File: src/verilog/sap_pkg.sv
/*
 * Shared constants and types of the split-address bus port.
 * Assumes one 10 MHz core clock; host pins are synchronised inside the port.
 */
`default_nettype none
package sap_pkg;
    // ****************************************
    // Widths
    // ****************************************
    localparam int unsigned LO_W = 16;      // Lower address and data width
    localparam int unsigned UP_W = 10;      // Upper address width
    localparam int unsigned WL_W = 4;       // Words per wordline, as log2
    localparam int unsigned RA_W = 2;       // Register port address width

    // ****************************************
    // Register offsets, fields and reset values
    // ****************************************
    localparam logic [1:0] OFF_RCR = 2'h0;
    localparam logic [1:0] OFF_UPPER = 2'h1;
    localparam logic [1:0] OFF_LOWER = 2'h2;
    localparam logic [1:0] OFF_STATUS = 2'h3;
    localparam int unsigned BIT_MODE = 15;  // 0 = synchronous
    localparam int unsigned BIT_POL = 10;   // 1 = indicator active low
    localparam int unsigned BIT_TIM = 8;    // 0 = indicator with data
    localparam int unsigned BIT_SPLIT = 4;  // 1 = split-address mode
    localparam logic [15:0] RCR_RESET = 16'h8000;
    localparam logic [UP_W-1:0] UPPER_RESET = 10'h000;

    // ****************************************
    // Timing
    // ****************************************
    localparam int unsigned CLK_NS = 100;
    localparam int unsigned ACCESS_NS = 106;
    localparam int unsigned ACCESS_CYC =
        (ACCESS_NS / CLK_NS < 1) ? 1 : ACCESS_NS / CLK_NS;

    // ****************************************
    // Types
    // ****************************************
    typedef struct packed {
        logic chip_en_n;
        logic out_en_n;
        logic write_en_n;
        logic address_valid_strobe_n;
        logic bus_clk;
    } sap_pins_s;

    typedef enum logic [1:0] {
        SAP_IDLE = 2'b00,
        SAP_UPPER = 2'b01,
        SAP_SENSE = 2'b10,
        SAP_DATA = 2'b11
    } sap_state_e;
endpackage
`default_nettype wire

File: src/verilog/sap_port.sv
/*
 * Split-address multiplexed host bus port of a flash device.
 * Assumes host pins arrive asynchronously to clk and are synchronised
 * here; the host bus clock is sampled as a plain pin. The array sits
 * behind array_* with a fixed access time.
 */
// Decided for this implementation: the address-and-strobe port and the placing of the registers.
`timescale 1ns/10ps
`default_nettype none
// Notes on behaviour
// - Synchronous mode allows one or two address cycles, like asynchronous.
// - Upper half comes first with output-enable low, lower with it high.
// - Single address cycle latches lower half, reuses last upper half.
// - Sync mode latches on bus clock edge; lower latch starts sensing.
// - Strobe may stay low; halves latch on consecutive bus clocks.
// - Async access counts from strobe rise, at most 106 ns; here done comes 2 clocks (200 ns) after sense start.
// - Sync writes latch address on clock, complete on write-enable rise.
// - Indicator polarity and timing follow two configuration bits.
// - Non-wrapping bursts may hold at wordline ends via indicator.
// - Upper address zero outside split mode; boot from bottom region.
// - Writing 1 to split bit enables split mode; reset default off.
// - Entering split mode clears the upper latch to zero.
// - In split mode indicator is driven exactly when data lines are.
// - Async: strobe rise with output-enable low upper, high lower.
module sap_port (
    input wire logic clk,
    input wire logic resetn,
    input wire sap_pkg::sap_pins_s pins,
    input wire logic [sap_pkg::LO_W-1:0] adq_in,
    output logic [sap_pkg::LO_W-1:0] adq_out,
    output logic adq_oe,
    output logic ready_out,
    output logic ready_oe,
    input wire logic [sap_pkg::RA_W-1:0] reg_addr,
    input wire logic [15:0] reg_wdata,
    input wire logic reg_wr,
    input wire logic reg_rd,
    output logic [15:0] reg_rdata,
    output logic [sap_pkg::UP_W+sap_pkg::LO_W-1:0] array_addr,
    input wire logic [sap_pkg::LO_W-1:0] array_rdata,
    output logic array_wr,
    output logic [sap_pkg::LO_W-1:0] array_wdata
);
    import sap_pkg::*;
    sap_pins_s pin_s;
    sap_pins_s pin_prev_ff;
    logic [LO_W-1:0] adq_s;
    logic [15:0] rcr_ff, nxt_rcr;
    logic [UP_W-1:0] upper_ff, nxt_upper;
    logic [LO_W-1:0] lower_ff, nxt_lower;
    sap_state_e state_ff, nxt_state;
    logic restart_ff, nxt_restart;
    logic viol_ff, nxt_viol;
    logic wr_ff, nxt_wr;
    logic [LO_W-1:0] wdata_ff, nxt_wdata;
    logic [15:0] rdata_ff, nxt_rdata;
    logic sync_mode, split_en, cap_evt, cap_up, cap_lo;
    logic wl_end, burst_step, sense_start;
    logic sense_busy, sense_done, drive, ready_lvl;
    logic [LO_W-1:0] sense_data;

    // ****************************************
    // Pin synchronisers
    // ****************************************
    sap_sync #(.W($bits(sap_pins_s))) u_pin_sync (
        .clk(clk),
        .resetn(resetn),
        .d(pins),
        .rst_val('1),
        .q(pin_s)
    );
    // Bus is held stable around capture, so bit skew does no harm
    sap_sync #(.W(LO_W)) u_adq_sync (
        .clk(clk),
        .resetn(resetn),
        .d(adq_in),
        .rst_val('1),
        .q(adq_s)
    );
    // Previous synchronised levels for edge detection
    always_ff @(posedge clk or negedge resetn)
    begin
        if (!resetn)
            pin_prev_ff <= '1;
        else
            pin_prev_ff <= pin_s;
    end

    // ****************************************
    // Address capture events
    // ****************************************
    // Sync captures on a bus clock rise while the strobe is low,
    // so a strobe held low latches both halves on two clocks
    always_comb
    begin
        sync_mode = !rcr_ff[BIT_MODE];
        split_en = rcr_ff[BIT_SPLIT];
        if (sync_mode)
            cap_evt = pin_s.bus_clk && !pin_prev_ff.bus_clk &&
                !pin_s.address_valid_strobe_n;
        else
            cap_evt = pin_s.address_valid_strobe_n &&
                !pin_prev_ff.address_valid_strobe_n;
        cap_evt = cap_evt && !pin_s.chip_en_n;
        // Output-enable level tells the halves apart
        cap_up = cap_evt && split_en && !pin_s.out_en_n;
        cap_lo = cap_evt && !cap_up;
        burst_step = sync_mode && state_ff == SAP_DATA &&
            pin_s.bus_clk && !pin_prev_ff.bus_clk &&
            !pin_s.out_en_n && !cap_evt;
        wl_end = &lower_ff[WL_W-1:0];
        sense_start = cap_lo || (burst_step && wl_end);
    end

    // ****************************************
    // Bus cycle state and address latches
    // ****************************************
    always_comb
    begin
        nxt_state = state_ff;
        nxt_upper = upper_ff;
        nxt_lower = lower_ff;
        nxt_restart = restart_ff;
        // Clear first, so a host fault in the same cycle still sets it
        nxt_viol = viol_ff &&
            !(reg_wr && reg_addr == OFF_STATUS && reg_wdata[0]);
        case (state_ff)
            SAP_IDLE, SAP_UPPER, SAP_DATA:
            begin
                if (cap_up)
                    nxt_state = SAP_UPPER;
                else if (cap_lo)
                    nxt_state = SAP_SENSE;
                else if (burst_step && wl_end)
                    nxt_state = SAP_SENSE;
            end
            SAP_SENSE:
            begin
                if (cap_lo)
                begin
                    // Second early restart is a host fault; it still runs
                    nxt_viol = nxt_viol || restart_ff;
                    nxt_restart = 1'b1;
                end
                else if (cap_up)
                    nxt_state = SAP_UPPER;
                else if (sense_done)
                begin
                    nxt_state = SAP_DATA;
                    nxt_restart = 1'b0;
                end
            end
            default:
                nxt_state = SAP_IDLE;
        endcase
        if (cap_up)
            nxt_upper = adq_s[UP_W-1:0];
        if (cap_lo)
            nxt_lower = adq_s;
        else if (burst_step)
            nxt_lower = lower_ff + LO_W'(1);
        // Enabling split mode starts the upper latch at zero
        if (reg_wr && reg_addr == OFF_RCR &&
            reg_wdata[BIT_SPLIT] && !split_en)
            nxt_upper = UPPER_RESET;
        if (pin_s.chip_en_n && state_ff != SAP_SENSE)
            nxt_state = SAP_IDLE;
    end
    always_ff @(posedge clk or negedge resetn)
    begin
        if (!resetn)
        begin
            state_ff <= SAP_IDLE;
            upper_ff <= UPPER_RESET;
            lower_ff <= '0;
            restart_ff <= 1'b0;
            viol_ff <= 1'b0;
        end
        else
        begin
            state_ff <= nxt_state;
            upper_ff <= nxt_upper;
            lower_ff <= nxt_lower;
            restart_ff <= nxt_restart;
            viol_ff <= nxt_viol;
        end
    end
    // Outside split mode the upper lines are grounded
    assign array_addr = {split_en ? upper_ff : UPPER_RESET, lower_ff};

    // ****************************************
    // Array sensing
    // ****************************************
    sap_sense u_sense (
        .clk(clk),
        .resetn(resetn),
        .start(sense_start),
        .array_rdata(array_rdata),
        .busy(sense_busy),
        .done(sense_done),
        .rdata(sense_data)
    );

    // ****************************************
    // Write completion on write-enable rise
    // ****************************************
    // Independent of the bus clock; needs a latched lower half
    always_comb
    begin
        nxt_wr = 1'b0;
        nxt_wdata = wdata_ff;
        if (pin_s.write_en_n && !pin_prev_ff.write_en_n &&
            !pin_s.chip_en_n &&
            (state_ff == SAP_SENSE || state_ff == SAP_DATA))
        begin
            nxt_wr = 1'b1;
            nxt_wdata = adq_s;
        end
    end
    always_ff @(posedge clk or negedge resetn)
    begin
        if (!resetn)
        begin
            wr_ff <= 1'b0;
            wdata_ff <= '0;
        end
        else
        begin
            wr_ff <= nxt_wr;
            wdata_ff <= nxt_wdata;
        end
    end
    assign array_wr = wr_ff;
    assign array_wdata = wdata_ff;

    // ****************************************
    // Data lines and ready/hold indicator
    // ****************************************
    // Not driven in the upper phase: the host still owns the bus there
    always_comb
    begin
        drive = !pin_s.chip_en_n && !pin_s.out_en_n &&
            pin_s.write_en_n &&
            (state_ff == SAP_SENSE || state_ff == SAP_DATA);
        // Early timing shows ready one cycle ahead, on sense done
        ready_lvl = state_ff == SAP_DATA ||
            (rcr_ff[BIT_TIM] && sense_done);
        adq_out = sense_data;
        adq_oe = drive;
        ready_oe = split_en ? drive : !pin_s.chip_en_n;
        ready_out = rcr_ff[BIT_POL] ? !ready_lvl : ready_lvl;
    end

    // ****************************************
    // Register port
    // ****************************************
    always_comb
    begin
        nxt_rcr = rcr_ff;
        nxt_rdata = 16'h0000;
        if (reg_wr && reg_addr == OFF_RCR)
            nxt_rcr = reg_wdata;
        if (reg_rd)
        begin
            case (reg_addr)
                OFF_RCR: nxt_rdata = rcr_ff;
                OFF_UPPER: nxt_rdata = 16'(upper_ff);
                OFF_LOWER: nxt_rdata = lower_ff;
                OFF_STATUS: nxt_rdata = {12'h000, state_ff,
                    sense_busy, viol_ff};
                default: nxt_rdata = 16'h0000;
            endcase
        end
    end
    always_ff @(posedge clk or negedge resetn)
    begin
        if (!resetn)
        begin
            rcr_ff <= RCR_RESET;
            rdata_ff <= 16'h0000;
        end
        else
        begin
            rcr_ff <= nxt_rcr;
            rdata_ff <= nxt_rdata;
        end
    end
    assign reg_rdata = rdata_ff;

    // ****************************************
    // Assertions
    // ****************************************
    property p_upper_cap;
        @(posedge clk) disable iff (!resetn)
        cap_up |=> upper_ff == $past(adq_s[UP_W-1:0]);
    endproperty
    a_upper_cap: assert property (p_upper_cap)
        else $error("upper half not captured");
    property p_single_cycle;
        @(posedge clk) disable iff (!resetn)
        cap_lo && !reg_wr |=> array_addr ==
            {$past(split_en) ? $past(upper_ff) : UPPER_RESET,
            $past(adq_s)};
    endproperty
    a_single_cycle: assert property (p_single_cycle)
        else $error("lower capture lost the held upper half");
    property p_upper_hold;
        @(posedge clk) disable iff (!resetn)
        !cap_up && !reg_wr |=> $stable(upper_ff);
    endproperty
    a_upper_hold: assert property (p_upper_hold)
        else $error("upper latch changed without a new phase");
    property p_split_clear;
        @(posedge clk) disable iff (!resetn)
        reg_wr && reg_addr == OFF_RCR && reg_wdata[BIT_SPLIT] &&
            !split_en |=> split_en && upper_ff == UPPER_RESET;
    endproperty
    a_split_clear: assert property (p_split_clear)
        else $error("split entry did not clear upper latch");
    property p_boot_zero;
        @(posedge clk) disable iff (!resetn)
        !split_en |-> array_addr[UP_W+LO_W-1:LO_W] == UPPER_RESET;
    endproperty
    a_boot_zero: assert property (p_boot_zero)
        else $error("upper address nonzero outside split mode");
    property p_access;
        @(posedge clk) disable iff (!resetn)
        sense_start ##1 !sense_start |=> sense_done;
    endproperty
    a_access: assert property (p_access)
        else $error("access time exceeded");
    property p_indicator_oe;
        @(posedge clk) disable iff (!resetn)
        split_en |-> ready_oe == adq_oe;
    endproperty
    a_indicator_oe: assert property (p_indicator_oe)
        else $error("indicator drive differs from data drive");
    property p_polarity;
        @(posedge clk) disable iff (!resetn)
        state_ff == SAP_DATA |-> ready_out == !rcr_ff[BIT_POL];
    endproperty
    a_polarity: assert property (p_polarity)
        else $error("indicator level wrong for polarity");
    property p_write_done;
        @(posedge clk) disable iff (!resetn)
        nxt_wr |=> array_wr && array_wdata == $past(adq_s);
    endproperty
    a_write_done: assert property (p_write_done)
        else $error("write not completed on write-enable rise");
    property p_restart;
        @(posedge clk) disable iff (!resetn)
        state_ff == SAP_SENSE && cap_lo && restart_ff |=> viol_ff;
    endproperty
    a_restart: assert property (p_restart)
        else $error("second early restart not flagged");
    property p_sync_start;
        @(posedge clk) disable iff (!resetn)
        cap_lo |=> sense_busy;
    endproperty
    a_sync_start: assert property (p_sync_start)
        else $error("lower capture did not start sensing");
    c_two_phase: cover property (@(posedge clk) disable iff (!resetn)
        cap_up ##1 cap_lo);
    c_sync_burst: cover property (@(posedge clk) disable iff (!resetn)
        burst_step && wl_end);
    c_write: cover property (@(posedge clk) disable iff (!resetn)
        array_wr && split_en);
endmodule
`default_nettype wire

File: src/verilog/sap_sense.sv
/*
 * Array sense timer: fixed access count from start to data valid.
 * Assumes the array read data settle within the access count.
 */
`timescale 1ns/10ps
`default_nettype none
module sap_sense (
    input wire logic clk,
    input wire logic resetn,
    input wire logic start,
    input wire logic [sap_pkg::LO_W-1:0] array_rdata,
    output logic busy,
    output logic done,
    output logic [sap_pkg::LO_W-1:0] rdata
);
    import sap_pkg::*;
    localparam int unsigned CW = $clog2(ACCESS_CYC + 1);
    localparam logic [CW-1:0] CNT_LAST = CW'(ACCESS_CYC);
    logic [CW-1:0] cnt_ff;
    logic [CW-1:0] nxt_cnt;
    logic busy_ff;
    logic nxt_busy;
    logic done_ff;
    logic nxt_done;
    logic [LO_W-1:0] data_ff;
    logic [LO_W-1:0] nxt_data;

    // ****************************************
    // Timer; a new start restarts the count
    // ****************************************
    always_comb
    begin
        nxt_cnt = cnt_ff;
        nxt_busy = busy_ff;
        nxt_done = 1'b0;
        nxt_data = data_ff;
        if (start)
        begin
            nxt_cnt = CW'(1);
            nxt_busy = 1'b1;
        end
        else if (busy_ff && cnt_ff == CNT_LAST)
        begin
            nxt_busy = 1'b0;
            nxt_done = 1'b1;
            nxt_data = array_rdata;
        end
        else if (busy_ff)
        begin
            nxt_cnt = cnt_ff + CW'(1);
        end
    end
    always_ff @(posedge clk or negedge resetn)
    begin
        if (!resetn)
        begin
            cnt_ff <= '0;
            busy_ff <= 1'b0;
            done_ff <= 1'b0;
            data_ff <= '0;
        end
        else
        begin
            cnt_ff <= nxt_cnt;
            busy_ff <= nxt_busy;
            done_ff <= nxt_done;
            data_ff <= nxt_data;
        end
    end
    assign busy = busy_ff;
    assign done = done_ff;
    assign rdata = data_ff;
endmodule
`default_nettype wire

File: src/verilog/sap_sync.sv
/*
 * Two-flop synchroniser, one chain per bit.
 * Assumes inputs are quasi-static for at least two clocks where
 * several bits must be seen together.
 */
`timescale 1ns/10ps
`default_nettype none
module sap_sync #(
    parameter int unsigned W = 1
) (
    input wire logic clk,
    input wire logic resetn,
    input wire logic [W-1:0] d,
    input wire logic [W-1:0] rst_val,
    output logic [W-1:0] q
);
    import sap_pkg::*;
    genvar i;
    // ****************************************
    // Per-bit chains
    // ****************************************
    generate
        for (i = 0; i < W; i++)
        begin : g_bit
            logic meta_ff;
            logic sync_ff;
            logic nxt_meta;
            logic nxt_sync;
            // Only the second stage reads the first
            always_comb
            begin
                nxt_meta = d[i];
                nxt_sync = meta_ff;
            end
            // Reset to one keeps idle active-low pins inactive
            always_ff @(posedge clk or negedge resetn)
            begin
                if (!resetn)
                begin
                    meta_ff <= 1'b1;
                    sync_ff <= 1'b1;
                end
                else
                begin
                    meta_ff <= nxt_meta;
                    sync_ff <= nxt_sync;
                end
            end
            assign q[i] = sync_ff;
        end
    endgenerate
endmodule
`default_nettype wire
File: config.mk
export PLATFORM = sky130hd
export DESIGN_NAME = sap_port
export DESIGN_NICKNAME = d
export VERILOG_FILES = /design/src/verilog/sap_pkg.sv /design/src/verilog/sap_port.sv /design/src/verilog/sap_sense.sv /design/src/verilog/sap_sync.sv
export SDC_FILE = /design/constraint.sdc
export NUM_CORES = 1
export LEC_CHECK = 0
export ABC_AREA = 1
export BUFFER_PORTS_ARGS = -buffer_cell sky130_fd_sc_hd__buf_2
export CAP_MARGIN = 15
export CORE_MARGIN = 1
export CORE_UTILIZATION = 50
export CTS_BUF_LIST = sky130_fd_sc_hd__clkbuf_16
export DETAILED_ROUTE_END_ITERATION = 10
export PLACE_DENSITY = 0.85
export SYNTH_ARGS = -nofsm -noshare
export SYNTH_HDL_FRONTEND = slang
export SYNTH_SLANG_ARGS = --single-unit
File: constraint.sdc
create_clock -name clk -period 2.22 [get_ports clk]
set_clock_uncertainty 0.1 [all_clocks]
set_input_delay 0.222 -clock clk [delete_from_list [all_inputs] [get_ports clk]]
set_output_delay 0.222 -clock clk [all_outputs]
set_load 0.01 [all_outputs]
==> impl_results.md <==
- Wirelength, routed: 14.9 mm
- Crit Path Category: flip-flop to flip-flop
- Total gr overflow: 0
- Top-Level Pins: 137
- VDD IR-drop max: 790 µV
- Nets: 870
- Sequential share of the synthesized area: 61.7%
- Post-Syn Area: 5900 µm²
- Endpoints failing setup: 0
- Adder-cell area share of the yosys netlist: 0.212%
- CTS tree: done
- Ys flop type: dfrtp_1
- Post-synthesis cell type count: 40
- First-pass DRT Iterations: 5
- Fillers: 853
- Routability cong.: 0.835
- # clock sinks: 143
- Area leader, netlist: dfrtp_1
- Clk pwr share: 31.9%
- Die height: 111 µm
- Switching share of total power: 33.1%
- Worst Hold Depth: 3
- Reg power frac: 44.3%
- Shortest clock period the worst path allows after layout: 1.91 ns
- Slew HR: 64.8%
- Comb pwr share: 23.8%
- Post-CTS resize count: 0
- Ys async rst share: 100%
- Largest family of logic cells by synthesized area: simple AND/OR/NAND/NOR gates
- Syn Inst Count: 612
- Final Max Slew Viols: 0
- Period utilization: 85.9%
- Die Wd: 111 µm
- Root buf cell: clkbuf_16
- Internal Power: 0.00568 W
- Avg WL per Cell: 15.4 µm
- Clk_lat worst skew: 0.43 ns
- Synth top area share: 41.2%
- Post-synth EDFFs: 0
- Initial antenna violation count: 0
- Multi-input combinational cell area: 1880 µm²
- Setup WS pre-CTS: 0.416 ns
- Clk pin slew, worst setup/hold paths: 0.06 ns
- Full die area: 12200 µm²
- MaxCap Viol Count: 0
- Htree depth: 4
- Hpwl dp: 9.90 mm
- Power Total: 0.00848 W
- P&R area growth vs syn: 32.5%
- Multiplexer share of the synthesized area: 0%
- Core Area: 11500 µm²
- P_leak: 4.11 nW
- DRC violations left: 0
- Tightest Pin Transition: 0.525 ns
- R2R Setup Slk: 0.31 ns
- RSZ-0062 raised after global routing: false
- ANT nets after route: 0
- Syn Nets: 672
- Worst hold path type: input pin to flip-flop
- Most frequent cell after synthesis: nand2_1
- Yosys warnings: 0
- Synth Area in XOR/XNOR: 1.34%
- Syn Area/Cell: 9.64 µm²
- Psw: 0.00280 W
- Crit-path max FO: 19
- Starting DRC count in detailed routing: 379
- # rows: 39
- Leading post-synthesis cells by cell area: dfrtp_1 41%, dfstp_2 20%, nand2_1 14%
- Port-buffer cells: 136
- Number of global-route vias before repair: 4977
- Simple-gate portion of the synthesized area: 23.5%
- Synthesis-stage register bit count: 143
- Power per Cell Area: 1090 nW/µm²
- Cells on worst reg2reg path: 7
- CP Launch Type: flip-flop
- Pin count of the biggest net entering global routing: 63
- Hold slack: 0.0287 ns
- Diodes inserted: 0
- Arrival time worst endpoint: 2.18 ns
- Setup TNS: 0 ns
- CTS Buffer Depth: 2
- Final hold violation count: 0
- Routed via count: 4944
- Share of layout cells above drive strength 1: 31.3%
- Total CTS buffers: 17
- Final worst slack: 0.313 ns
- Via/cell ratio: 5.12
- Synth top cells by count: 226 x nand2_1, 97 x dfrtp_1, 64 x inv_1, 46 x dfstp_2, 22 x nand3_1
- Initial Util: 51.4%
- Worst EP required: 2.49 ns
- GRT Total Usage: 26.1%
- Compound-Gate Fraction of Synth Area: 6.77%
- Fmax: 0.524 GHz
- First-pass GRT wire length: 24.6 mm
- Outcome: complete, no violations
- Seq. cell area: 3640 µm²
- Setup crit end kind: flip-flop
cell families after synthesis:
kind of cell,after synthesis
buf+inv,90
simple gates,306
flops,143
fa+ha+maj,1
compound gates,63
xor+xnor,9
worst paths after layout:
check | from | to
setup / recovery | lower_ff[0] | u_sense.rdata[4]
hold / removal | reg_wdata[0] | rcr_ff[0]
setup reg to reg | lower_ff[0] | u_sense.rdata[4]
hold reg to reg | u_adq_sync.g_bit[8].meta_ff | u_adq_sync.g_bit[8].sync_ff
max in group asynchronous | resetn | u_adq_sync.g_bit[5].sync_ff
min in group asynchronous | resetn | u_sense.rdata[14]
state kept, by name, indices dropped and copies added, names as in the netlist:
name and count:
pin_prev_ff 3, u_pin_sync.g_bit.meta_ff 5, array_wr 1, u_adq_sync.g_bit.meta_ff 16, state_ff 2, lower_ff 16, u_sense.cnt_ff 1, upper_ff 10
array_wdata 16, rcr_ff 16, u_sense.done 1, u_pin_sync.g_bit.sync_ff 5, u_sense.busy 1, restart_ff 1, viol_ff 1, u_sense.rdata 16
reg_rdata 16, u_adq_sync.g_bit.sync_ff 16
power by group through the flow:
stage | clock network, W | logic [W] | registers, W
after floorplan | 0 | 0.000924 | 0.00386
after global placement | 0 | 0.00186 | 0.00377
after detailed placement | 0 | 0.00193 | 0.00378
after CTS | 0.00273 | 0.00203 | 0.00375
after global routing | 0.00286 | 0.00226 | 0.00383
final | 0.00270 | 0.00202 | 0.00376
worst max-delay path, stage by stage (launching register included):
cell     delay, ns
dfrtp_1       0.45
ha_1          0.21
nand2_1       0.13
nor2_2        0.24
nand3_4       0.26
nand3_4       0.25
nand2_1       0.11
nand2_1       0.08
cell usage in the layout (no fill, tap or decap), types with 5 or more instances in the layout:
cell type and n:
o21ai_0 16, buf_2 135, o21ai_2 6, nand2_1 226, nand2_2 5, xor2_1 8
inv_4 5, a21oi_1 16, nand3_1 22, dfstp_2 46, o22ai_1 10, dlygate4sd3_1 53
inv_2 6, buf_4 6, clkbuf_16 18, dfrtp_1 97, nor2_1 14, nand4_1 18
nand3_2 8, inv_1 64
metrics by stage:
| stage | utilization (%) | instance area (µm²) | instances |
|---|---|---|---|
| floorplan | - | 5900 | 612 |
| CTS | 68.1 | 7810 | 966 |
| detailed placement | 58.6 | 6720 | 881 |
| global placement | 58.6 | 6720 | 881 |
| finish | 68.1 | 7810 | 966 |
| global route | 68.1 | 7810 | 966 |
cell type report:
type	instances	share of cell area (%)
sequential	143	46.5
multi-input combinational	379	24.0
timing repair buffer	196	16.4
clock buffer	18	5.77
inverter	73	3.54
tap	143	2.29
clock inverter	14	1.44
repair_timing:
item	CTS	global route
hold endpoints to repair	97	0
hold buffers	53	0
setup buffers	0	0
layer usage:
metal	share of wire, %	global-route usage (%)	wire length [µm]	up-vias
met2	49	42.1	7240	220
met4	2.7	11.3	405	0
met3	7.6	8.01	1130	35
met1	41	32.7	6090	2352
met5	0	0	0	-
li1	-	-	-	2337
Note: power is estimated with default switching activity, not from simulation.
